### config.mk
export PLATFORM = sky130hd
export DESIGN_NAME = rgb_led_and_boost_control
export DESIGN_NICKNAME = d
export VERILOG_FILES = /design/src/hw/led_boost_pkg.sv /design/src/hw/color_duty_table.sv /design/src/hw/rgb_led_and_boost_control.sv
export VERILOG_INCLUDE_DIRS = /design/src /design/src/hw
export SDC_FILE = /design/constraint.sdc
export NUM_CORES = 1
export LEC_CHECK = 0
export BUFFER_PORTS_ARGS = -buffer_cell sky130_fd_sc_hd__buf_2
export CAP_MARGIN = 20
export CORE_MARGIN = 5
export CORE_UTILIZATION = 59
export CTS_CLUSTER_DIAMETER = 40
export CTS_CLUSTER_SIZE = 30
export DETAILED_ROUTE_END_ITERATION = 16
export GPL_ROUTABILITY_DRIVEN = 1
export GPL_TIMING_DRIVEN = 0
export PLACE_DENSITY = 0.84
export REMOVE_ABC_BUFFERS = 1
export SYNTH_ARGS = -nofsm -noshare
export SYNTH_HDL_FRONTEND = slang
export SYNTH_SLANG_ARGS = --single-unit
### constraint.sdc
create_clock -name mclk -period 4.95 [get_ports mclk]
set_input_delay 0.99 -clock mclk [delete_from_list [all_inputs] [get_ports mclk]]
set_output_delay 0.99 -clock mclk [all_outputs]
set_load 0.1 [all_outputs]
### src/hw/led_boost_defs.svh
`ifndef LED_BOOST_DEFS_SVH
`define LED_BOOST_DEFS_SVH
// Register offsets
`define OFS_LED_OUTPUT_CONTROL      8'h00
`define OFS_COLOR_BRIGHTNESS_SELECT 8'h01
`define OFS_BOOST_VOLTAGE_CODE      8'h0D
`define OFS_BOOST_CONTROL           8'h0E
// Control register fields
`define BIT_INTERNAL_PWM_SELECT     7
`define BIT_COLOR_OUTPUTS_ENABLE    6
`define BIT_SINK_OR_SWITCH_SELECT   5
`define BIT_RED_OUTPUT_ENABLE       3
`define BIT_GREEN_OUTPUT_ENABLE     2
`define BIT_BLUE_OUTPUT_ENABLE      1
`define CTRL_WRITE_MASK             8'hEE
// Colour register fields
`define COLOR_MSB                   7
`define COLOR_LSB                   4
`define BRIGHT_MSB                  3
`define BRIGHT_LSB                  1
`define BIT_OVERLAP_SELECT          0
// Boost control register fields
`define BIT_BOOST_ENABLE            0
// Reset values
`define RST_LED_OUTPUT_CONTROL      8'h20
`define RST_COLOR_BRIGHTNESS_SELECT 8'h00
`define RST_BOOST_VOLTAGE_CODE      8'h08
`define RST_BOOST_CONTROL           8'h00
// Boost voltage code limits
`define BOOST_CODE_MIN              8'h08
`define BOOST_CODE_MAX              8'h14
// Timing
`define CLK_FREQ_HZ                 50000000
`define SOFT_START_MS               20
`define SOFT_START_CYCLES           ((`CLK_FREQ_HZ / 1000) * `SOFT_START_MS)
// PWM frame: 64 brightness steps, 12 colour slices per step
`define PWM_STEPS                   64
`define COLOR_SLICES                12
`endif

### src/hw/led_boost_pkg.sv
package led_boost_pkg;
    typedef enum logic [1:0]
    {
        BOOST_STANDBY   = 2'b00,
        BOOST_SOFTSTART = 2'b01,
        BOOST_NORMAL    = 2'b11
    } boost_state_t;
endpackage : led_boost_pkg

### src/hw/color_duty_table.sv
`timescale 1ns/100ps
`include "led_boost_defs.svh"
// Maps colour code to red/green/blue slice counts out of 12 slices
module color_duty_table
(
    input  wire logic [3:0] color_code, // Colour code
    output logic      [3:0] red_slices, // Red active slices
    output logic      [3:0] grn_slices, // Green active slices
    output logic      [3:0] blu_slices  // Blue active slices
);
    logic [11:0] row;
    // Twelfths give exact 25/33/50/75/100 percent splits
    always_comb
    begin
        case (color_code)
            4'h0:    row = {4'hC, 4'h0, 4'h0};
            4'h1:    row = {4'h0, 4'hC, 4'h0};
            4'h2:    row = {4'h0, 4'h0, 4'hC};
            4'h3:    row = {4'h6, 4'h6, 4'h0};
            4'h4:    row = {4'h0, 4'h6, 4'h6};
            4'h5:    row = {4'h6, 4'h0, 4'h6};
            4'h6:    row = {4'h4, 4'h4, 4'h4};
            4'h7:    row = {4'h6, 4'h3, 4'h3};
            4'h8:    row = {4'h3, 4'h6, 4'h3};
            4'h9:    row = {4'h3, 4'h6, 4'h3};
            4'hA:    row = {4'h3, 4'h3, 4'h6};
            4'hB:    row = {4'h9, 4'h3, 4'h0};
            4'hC:    row = {4'h0, 4'h9, 4'h3};
            4'hD:    row = {4'h3, 4'h9, 4'h0};
            4'hE:    row = {4'h0, 4'h3, 4'h9};
            default: row = {4'h3, 4'h0, 4'h9};
        endcase
    end
    assign red_slices = row[11:8];
    assign grn_slices = row[7:4];
    assign blu_slices = row[3:0];
endmodule : color_duty_table

### src/hw/rgb_led_and_boost_control.sv
`timescale 1ns/100ps
`include "led_boost_defs.svh"
module rgb_led_and_boost_control
#(
    parameter int SOFT_START_CYCLES = `SOFT_START_CYCLES // 20 ms at 50 MHz
)
(
    input  wire logic                         mclk,              // 50 MHz clock
    input  wire logic                         rst_b,             // Async reset, active low
    input  wire logic                         reg_wr,            // Register write strobe
    input  wire logic [7:0]                   reg_addr,          // Register offset
    input  wire logic [7:0]                   reg_wdata,         // Write data
    output logic      [7:0]                   reg_rdata,         // Read data
    output logic                              boost_switching,   // Converter switching allowed
    output logic                              boost_low_current, // Low-current soft-start PWM
    output led_boost_pkg::boost_state_t       boost_state,       // Converter state
    output logic      [7:0]                   boost_target_volts,// Clamped voltage code
    output logic                              switch_mode,       // 1 switch, 0 current sink
    output logic                              red_output_pin,    // Red output on
    output logic                              green_output_pin,  // Green output on
    output logic                              blue_output_pin    // Blue output on
);
    import led_boost_pkg::*;

    localparam int CNT_W = $clog2(SOFT_START_CYCLES + 1);

    logic [7:0]     ctrl_r;
    logic [7:0]     color_r;
    logic [7:0]     vcode_r;
    logic [7:0]     bctl_r;
    boost_state_t   state_r;
    boost_state_t   state_nxt;
    logic [CNT_W-1:0] ss_cnt_r;
    logic [5:0]     step_r;
    logic [3:0]     slice_r;

    // Register decode
    wire wr_ctrl  = reg_wr && (reg_addr == `OFS_LED_OUTPUT_CONTROL);
    wire wr_color = reg_wr && (reg_addr == `OFS_COLOR_BRIGHTNESS_SELECT);
    wire wr_vcode = reg_wr && (reg_addr == `OFS_BOOST_VOLTAGE_CODE);
    wire wr_bctl  = reg_wr && (reg_addr == `OFS_BOOST_CONTROL);

    // Register storage; bits 4 and 0 are masked so they always read zero
    // Boost control stores only the enable; its upper bits stay zero
    always_ff @(posedge mclk or negedge rst_b)
    begin
        if (!rst_b)
        begin
            ctrl_r  <= `RST_LED_OUTPUT_CONTROL;
            color_r <= `RST_COLOR_BRIGHTNESS_SELECT;
            vcode_r <= `RST_BOOST_VOLTAGE_CODE;
            bctl_r  <= `RST_BOOST_CONTROL;
        end
        else
        begin
            if (wr_ctrl)
                ctrl_r <= reg_wdata & `CTRL_WRITE_MASK;
            if (wr_color)
                color_r <= reg_wdata;
            if (wr_vcode)
                vcode_r <= reg_wdata;
            if (wr_bctl)
                bctl_r <= {7'h00, reg_wdata[`BIT_BOOST_ENABLE]};
        end
    end

    // Boost control reads back the live state in bits 1:0 instead of the
    // enable bit, so software can poll for the end of soft start
    wire [7:0] bctl_rd = {bctl_r[7:2], state_r};

    // Read mux; unmapped offsets read zero
    assign reg_rdata = (reg_addr == `OFS_LED_OUTPUT_CONTROL)      ? ctrl_r  :
                       (reg_addr == `OFS_COLOR_BRIGHTNESS_SELECT) ? color_r :
                       (reg_addr == `OFS_BOOST_VOLTAGE_CODE)      ? vcode_r :
                       (reg_addr == `OFS_BOOST_CONTROL)           ? bctl_rd :
                       8'h00;

    // Clamp the voltage code; stored value is kept as written
    // so software reads back exactly what it wrote
    wire [7:0] vcode_lo  = (vcode_r < `BOOST_CODE_MIN) ? `BOOST_CODE_MIN : vcode_r;
    wire [7:0] vcode_clp = (vcode_lo > `BOOST_CODE_MAX) ? `BOOST_CODE_MAX : vcode_lo;
    assign boost_target_volts = vcode_clp;

    // Boost sequencer; clearing the enable mid soft start drops straight to
    // standby, and a later enable restarts the full soft-start interval
    wire boost_en = bctl_r[`BIT_BOOST_ENABLE];
    wire ss_done  = (ss_cnt_r == CNT_W'(SOFT_START_CYCLES - 1));
    always_comb
    begin
        case (state_r)
            BOOST_STANDBY:   state_nxt = boost_en ? BOOST_SOFTSTART : BOOST_STANDBY;
            BOOST_SOFTSTART: state_nxt = !boost_en ? BOOST_STANDBY :
                                         (ss_done ? BOOST_NORMAL : BOOST_SOFTSTART);
            BOOST_NORMAL:    state_nxt = boost_en ? BOOST_NORMAL : BOOST_STANDBY;
            default:         state_nxt = BOOST_STANDBY;
        endcase
    end

    // Soft-start counter restarts on every entry to soft start
    // Counting in soft start only keeps the end test a single equality
    always_ff @(posedge mclk or negedge rst_b)
    begin
        if (!rst_b)
        begin
            state_r  <= BOOST_STANDBY;
            ss_cnt_r <= '0;
        end
        else
        begin
            state_r  <= state_nxt;
            ss_cnt_r <= (state_r == BOOST_SOFTSTART) ? ss_cnt_r + 1'b1 : '0;
        end
    end

    assign boost_state       = state_r;
    assign boost_switching   = (state_r != BOOST_STANDBY);
    assign boost_low_current = (state_r == BOOST_SOFTSTART);
    assign switch_mode       = ctrl_r[`BIT_SINK_OR_SWITCH_SELECT];

    // PWM timebase: 64 brightness steps, each split into 12 colour slices
    // The frame length is arbitrary here; only ratios are meaningful, so a
    // user who needs a given refresh rate must scale the clock instead
    // Free running: a new colour setting takes effect mid-frame, giving one
    // odd frame but saving a restart path on every register write
    always_ff @(posedge mclk or negedge rst_b)
    begin
        if (!rst_b)
        begin
            step_r  <= 6'h00;
            slice_r <= 4'h0;
        end
        else
        begin
            if (slice_r == 4'(`COLOR_SLICES - 1))
            begin
                slice_r <= 4'h0;
                step_r  <= step_r + 6'h01;
            end
            else
                slice_r <= slice_r + 4'h1;
        end
    end

    // Colour ratios
    logic [3:0] red_sl;
    logic [3:0] grn_sl;
    logic [3:0] blu_sl;
    color_duty_table u_duty
    (
        .color_code (color_r[`COLOR_MSB:`COLOR_LSB]),
        .red_slices (red_sl),
        .grn_slices (grn_sl),
        .blu_slices (blu_sl)
    );

    // Brightness window: code b>0 lights the first 2^(b-1) of 64 steps
    wire [2:0] bright = color_r[`BRIGHT_MSB:`BRIGHT_LSB];
    wire [6:0] on_steps = (bright == 3'h0) ? 7'h00 : (7'h01 << (bright - 3'h1));
    wire       bright_on = ({1'b0, step_r} < on_steps);

    // Non-overlapping slots: red, then green, then blue inside each step
    wire [4:0] g_start = {1'b0, red_sl};
    wire [4:0] b_start = {1'b0, red_sl} + {1'b0, grn_sl};
    wire [4:0] b_end   = b_start + {1'b0, blu_sl};
    wire [4:0] sl      = {1'b0, slice_r};
    wire nov_r = (sl < g_start);
    wire nov_g = (sl >= g_start) && (sl < b_start);
    wire nov_b = (sl >= b_start) && (sl < b_end);

    wire overlap = color_r[`BIT_OVERLAP_SELECT];
    wire pwm_r   = bright_on && (overlap || nov_r);
    wire pwm_g   = bright_on && (overlap || nov_g);
    wire pwm_b   = bright_on && (overlap || nov_b);

    // Output selection
    wire en_all   = ctrl_r[`BIT_COLOR_OUTPUTS_ENABLE];
    wire int_pwm  = ctrl_r[`BIT_INTERNAL_PWM_SELECT];
    // Pins are registered, so the hold looks one state ahead: keying it on
    // state_r would leave the pins lit for the first soft-start cycle
    wire hold_off = (state_nxt == BOOST_SOFTSTART);
    wire gate     = en_all && !hold_off;
    wire r_nxt    = gate && ctrl_r[`BIT_RED_OUTPUT_ENABLE]   && (!int_pwm || pwm_r);
    wire g_nxt    = gate && ctrl_r[`BIT_GREEN_OUTPUT_ENABLE] && (!int_pwm || pwm_g);
    wire b_nxt    = gate && ctrl_r[`BIT_BLUE_OUTPUT_ENABLE]  && (!int_pwm || pwm_b);

    // Registered pin drivers avoid glitches from the comparators
    // The cost is one cycle of latency from any register write to the pins
    always_ff @(posedge mclk or negedge rst_b)
    begin
        if (!rst_b)
        begin
            red_output_pin   <= 1'b0;
            green_output_pin <= 1'b0;
            blue_output_pin  <= 1'b0;
        end
        else
        begin
            red_output_pin   <= r_nxt;
            green_output_pin <= g_nxt;
            blue_output_pin  <= b_nxt;
        end
    end
endmodule : rgb_led_and_boost_control

After elaboration in Yosys (flattened, before gate mapping)
Memory sizes are Yosys's and may differ from the RTL's.
Index checks and enable logic that the tools add are counted.
{ "classes": {"n_addsub": 6, "magnitude_cmp": 8, "eq_ne": 8, "shifts": 1, "mux": 14, "n_reduce_logical": 28} }
{ "op_table": {"columns": ["op", "count"], "rows": [
  ["$mux 8", 5],
  ["$add 20x1->20 const B", 1],
  ["$eq 20x20->1 const B", 1],
  ["$mux 20", 1],
  ["$eq 8x4->1 const B", 2],
  ["$logic_and 1x1->1", 16],
  ["$lt 4x5->1", 2],
  ["$eq 8x1->1 const B", 1],
  ["$gt 8x5->1 const B", 1],
  ["$logic_not 8->1", 1],
  ["$lt 8x4->1 const B", 1],
  ["$mux 2", 4],
  ["$lt 6x7->1", 1],
  ["$mux 7", 1],
  ["$shl 1x3->7 const A", 1],
  ["$add 6x1->6 const B", 1],
  ["$logic_or 1x1->1", 6],
  ["$pmux 2 s3", 1],
  ["$add 4x4->5", 1],
  ["$add 5x4->5", 1],
  ["$ge 4x5->1", 1],
  ["$add 4x1->4 const B", 1],
  ["$eq 2x1->1 const B", 2],
  ["$eq 4x4->1 const B", 1],
  ["other kinds (10)", 11]
]} }
{ "word_totals": {"regBits": 58, "rom_bits": 192, "in_bits": 19, "out_inout_bits": 24, "word_cells": 77, "memories": 1} }
{ "mem_list": {"columns": ["memory", "depth", "word_bits", "rd", "rd_ports_with_merged_regs", "write_ports", "line_no", "source"], "rows": [
  ["(name not given)", 16, 12, 1, 0, 0, "color_duty_table.sv:15", "case (color_code)"]
]} }

Longest topological paths before layout
{ "depth": {"ltp_word": 9, "depth_mapped": 18, "ltp_nobuf": 18} }

Hierarchy
Synthesis repeated with hierarchy kept, for this count alone.
{ "unflattened": {"hier_cells": 381, "area_unflattened_um2": 3806.2} }
{ "by_module_without_submodules": {"columns": ["mod", "n_inst", "cells_per_inst", "area_each_um2", "seq_area_each_um2"], "rows": [
  ["rgb_led_and_boost_control", 1, 333, 3463.3, 1453.9],
  ["color_duty_table", 1, 48, 342.8, 0.0]
]} }

Worst setup path after synthesis
Ideal clock, no wire load.
{ "synth_timing": {"path_type": "register -> output", "from": "register vcode_r[7]", "to": "output boost_target_volts[4]", "t_arrival_ps": 4970, "required_time_ps": 3960, "slack_ps": -1010, "stages_incl_launch_ff": 3, "n_path_buf": 0, "path_cell_list": "dfrtp_1 nor4_1 inv_1"} }
{ "synth_via": {"elab_chain_cells": 4} }
{ "synth_lines": {"columns": ["element", "line_no", "source"], "rows": [
  ["start, declared", "rgb_led_and_boost_control.sv:29", "logic [7:0] vcode_r;"],
  ["start signal, assigned", "rgb_led_and_boost_control.sv:51", "vcode_r <= `RST_BOOST_VOLTAGE_CODE;"],
  ["start signal, assigned", "rgb_led_and_boost_control.sv:61", "vcode_r <= reg_wdata;"],
  ["$lt 8x4->1 (no source line)", null, null],
  ["$mux 8 *", "rgb_led_and_boost_control.sv:80", "wire [7:0] vcode_lo = (vcode_r < `BOOST_CODE_MIN) ? `BOOST_CODE_MIN : vcode_r;"],
  ["$gt 8x5->1 (no source line)", null, null],
  ["$mux 8 *", "rgb_led_and_boost_control.sv:81", "wire [7:0] vcode_clp = (vcode_lo > `BOOST_CODE_MAX) ? `BOOST_CODE_MAX : vcode_lo;"],
  ["end, declared", "rgb_led_and_boost_control.sv:17", "output logic [7:0] boost_target_volts,"]
]} }
Every way passes the cells marked *; elsewhere a longest branch is shown, timed or not.

Final worst setup path
{ "layout_timing": {"from": "register color_r[4]", "to": "register blue_output_pin"} }
{ "layout_via": {"elab_chain_cells": 9, "word_cells_on_any_way": 10, "cone_classes": "2 x add/sub; 2 x order compare; 5 x reduce/logical; 1 x memory"} }
{ "layout_lines": {"columns": ["element", "line_no", "source"], "rows": [
  ["start, declared", "rgb_led_and_boost_control.sv:28", "logic [7:0] color_r;"],
  ["start signal, assigned", "rgb_led_and_boost_control.sv:50", "color_r <= `RST_COLOR_BRIGHTNESS_SELECT;"],
  ["start signal, assigned", "rgb_led_and_boost_control.sv:59", "color_r <= reg_wdata;"],
  ["$mem_v2 16x12 *", null, null],
  ["$add 4x4->5", "rgb_led_and_boost_control.sv:163", "wire [4:0] b_start = {1'b0, red_sl} + {1'b0, grn_sl};"],
  ["$add 5x4->5", "rgb_led_and_boost_control.sv:164", "wire [4:0] b_end = b_start + {1'b0, blu_sl};"],
  ["$lt 4x5->1", "rgb_led_and_boost_control.sv:168", "wire nov_b = (sl >= b_start) && (sl < b_end);"],
  ["$logic_and 1x1->1 *", "rgb_led_and_boost_control.sv:168", null],
  ["$logic_or 1x1->1 *", "rgb_led_and_boost_control.sv:173", "wire pwm_b = bright_on && (overlap || nov_b);"],
  ["$logic_and 1x1->1 *", "rgb_led_and_boost_control.sv:173", null],
  ["$logic_or 1x1->1 *", "rgb_led_and_boost_control.sv:184", "wire b_nxt = gate && ctrl_r[`BIT_BLUE_OUTPUT_ENABLE] && (!int_pwm || pwm_b);"],
  ["$logic_and 1x1->1 *", "rgb_led_and_boost_control.sv:184", null],
  ["net b_nxt", "rgb_led_and_boost_control.sv:184", null],
  ["end signal, assigned", "rgb_led_and_boost_control.sv:200", "blue_output_pin <= b_nxt;"],
  ["end, declared", "rgb_led_and_boost_control.sv:21", "output logic blue_output_pin"]
]} }
The timed path passes the listed nets; every way through them passes the cells marked *.
A chain may end at the register's enable or synchronous reset.

==> results.py <==
metrics = {
    "timing": {
        "fin_ws_ns": 0.588,
        "whs_ns": 0.485,
        "maxSlewViolCount": 0,
        "slew_headroom": 0.546,
        "tns_ns": 0,
        "finalHoldViolCount": 0,
        "fin_crit_sh": 0.881,
        "rsz0062_at_grt": "false",
        "timing.fmax_mhz": 229,
        "period_minus_slack_ns": 4.36,
        "fin_skew_ns": 0.0106,
        "worst_slew_pin_slew_ns": 0.675,
        "setup_viol": 0,
    },
    "finish": {
        "utilization": 0.689,
        "mostFrequentLayoutCells": "56 x dfrtp_1, 39 x nor2_1, 39 x buf_2",
        "layout_commonest_cell": "dfrtp_1",
        "fillers": 473,
        "drive_gt1_frac": 0.216,
        "post-route-cell-area_mm2": 0.00443,
        "fin_nets": 505,
        "antenna_cells": 0,
        "area_growth_pct": 12.9,
        "final_cell_count_no_fill": 531,
    },
    "run_status": {
        "status": "completed",
    },
    "floorplanning": {
        "die_w_um": 91.5,
        "start_util": 0.611,
        "core_area_mm2": 0.00642,
        "rows": 29,
        "die_area_mm2": 0.00838,
        "fp.dieH_um": 91.5,
        "ioPinCount": 43,
    },
    "global_route": {
        "grt_pass1_vias": 3216,
        "grt_use_total": 0.219,
        "antenna_found_initial": 0,
        "grt_first_pass_wirelength_um": 15000,
        "grt_max_degree": 34,
        "grt_overflow": 0,
    },
    "critical_path": {
        "worst-setup-path-type": "reg2reg",
        "critPathMaxFanout": 11,
        "end_kind": "register",
        "rrSetupSlack_ns": 0.59,
        "r2r_end": "blue_output_pin$_DFF_PN0_",
        "worst_setup_path_start_kind": "register",
        "r2r_start": "color_r[4]$_DFFE_PN0P_",
        "cp.required_ns": 5.14,
        "worst-r2r-cell-count": 18,
        "crit_arrival_ns": 4.55,
    },
    "logic_synthesis": {
        "synthDistinctLibCells": 70,
        "synth_area_per_cell_um2": 9.61,
        "synthFlopType": "dfrtp_1",
        "syn_area_mm2": 0.00392,
        "yosys_warnings": 0,
        "async_flop_share": 1.00,
        "syn-instance-count": 408,
        "synth_edf_count": 0,
        "ys_ff_latch": 58,
        "synth-seq-area-share": 0.371,
    },
    "place": {
        "port_buffers": 39,
        "place.gp.congestion": 0.921,
        "hpwl_um": 6280,
        "postPlaceCellArea_mm2": 0.00418,
        "dp_worst_setup_slack_ns": 0.649,
        "placed_cells": 516,
    },
    "power": {
        "total_power_mw": 1.28,
        "p_per_area_mw_per_mm2": 290,
        "ir_drop_mv": 0.236,
        "cellLeakagePower_nw": 2.12,
    },
    "hold_path": {
        "min_path_cells": 1,
        "hold_class": "reg2reg",
        "hp-start": "step_r[5]$_DFFE_PN0N_",
        "hold_end": "step_r[5]$_DFFE_PN0N_",
    },
    "clock_tree": {
        "cts_buffer_depth": 2,
        "cts_buffers": 9,
        "clk_pin_slew_ns": 0.06,
        "cts_tree": "yes",
        "cts_resized": 0,
        "postCtsHoldBufs": 0,
        "clk_latency_ns": 0.34,
        "post-cts-setup-buffers": 0,
        "htree_num_levels": 3,
        "clock_sinks": 58,
        "root_buffer": "clkbuf_8",
    },
    "route": {
        "ant_nets": 0,
        "wl_per_cell_um": 16.2,
        "via_per_inst": 6.04,
        "drt_iter0_markers": 281,
        "route.detailed.drc": 0,
        "totalWireLength_um": 8620,
        "drt_pass1_iterations": 7,
        "vias": 3205,
    },
    "flow_run": {
        "max-cap-violations": 0,
    },
}
[cell usage after synthesis, drive strengths merged, types with 3 or more instances]
cell,number,area share
nand3b,3,0.0057
xor2,11,0.025
o31ai,4,0.0089
buf,6,0.012
nand3,15,0.019
nor4,4,0.0080
nor3,5,0.0077
and3,6,0.0096
mux2,23,0.066
nand4,3,0.0048
dfrtp,56,0.36
ha,35,0.11
a21oi,15,0.023
nand2,36,0.035
nor2b,8,0.015
o21a,3,0.0057
a222oi,6,0.015
xnor2,18,0.040
inv,25,0.024
a211oi,4,0.0077
a21o,4,0.0077
and2,4,0.0064
nor2,41,0.041
o21ai,16,0.021
clkbuf,5,0.0048
or2,4,0.0070
o211ai,3,0.0057
nand2b,8,0.013
[layer usage]
layer / global-route usage / share of wire / wire (um) / up-vias
li1: - / - / - / 1525
met1: 0.304 / 0.44 / 3830 / 1538
met2: 0.341 / 0.47 / 4040 / 127
met3: 0.0570 / 0.076 / 658 / 15
met4: 0.0540 / 0.011 / 92 / 0
met5: 0 / 0 / 0 / -
[cells by family after synthesis]
kind of cell               after synthesis  synth area share
AOI/OAI and AO/OA                       72             0.134
xor gates and xnor gates                29            0.0648
adders and majority gates               37             0.119
buffers and inverters                   36            0.0405
DFF                                     58             0.371
muxes                                   24            0.0686
other                                    1          0.000956
and+or+nand+nor                        151             0.201
[worst max-delay path, cell delays in order (launching register included)]
cell and delay [ns]:
dfrtp_1 0.62, inv_1 0.22, ha_1 0.35, or2_4 0.26, nand3_1 0.08, nor3b_1 0.23
nor2_1 0.08, ha_1 0.28, nor2_1 0.16, nand3_1 0.13, and2_1 0.18, ha_1 0.32
a21oi_1 0.15, o31ai_1 0.09, xnor2_1 0.13, ha_1 0.27, a21oi_1 0.05, a2111oi_0 0.46
a221oi_2 0.13
[flip-flops by register name (all words and copies together) (netlist names)]
register and cells:
ctrl_r 6, boost_state 2, slice_r 4, bctl_r 1, green_output_pin 1, blue_output_pin 1
ss_cnt_r 20, red_output_pin 1, vcode_r 8, step_r 6, color_r 8
[power by group]
part / switching [mW] / internal (mW) / total (mW)
combinational: 0.150 / 0.0794 / 0.229
clock: 0.191 / 0.360 / 0.551
sequential: 0.0180 / 0.484 / 0.502
[worst max path at each step]
stage          slack (ns)  cells past startpoint                   start                         to
5_1_grt              0.14                     18  color_r[4]$_DFFE_PN0P_  blue_output_pin$_DFF_PN0_
6_report             0.59                     18  color_r[4]$_DFFE_PN0P_  blue_output_pin$_DFF_PN0_
4_1_cts              0.62                     18  color_r[4]$_DFFE_PN0P_  blue_output_pin$_DFF_PN0_
3_5_place_dp         0.65                     18  color_r[4]$_DFFE_PN0P_  blue_output_pin$_DFF_PN0_
2_1_floorplan       -1.01                      2  vcode_r[7]$_DFFE_PN0P_      boost_target_volts[4]
3_3_place_gp         0.72                     18  color_r[4]$_DFFE_PN0P_  blue_output_pin$_DFF_PN0_
[area by class of cell]
cell class / instances / area (um^2) / share of cell area
Multi-Input combinational cell: 316 / 2320 / 0.523
Tap cell: 77 / 96.3 / 0.0218
Clock inverter: 4 / 98.8 / 0.0223
Inverter: 25 / 93.8 / 0.0212
Clock buffer: 11 / 151 / 0.0342
Sequential cell: 58 / 1450 / 0.329
Timing Repair Buffer: 40 / 215 / 0.0486
(Power assumes the default switching activity.)
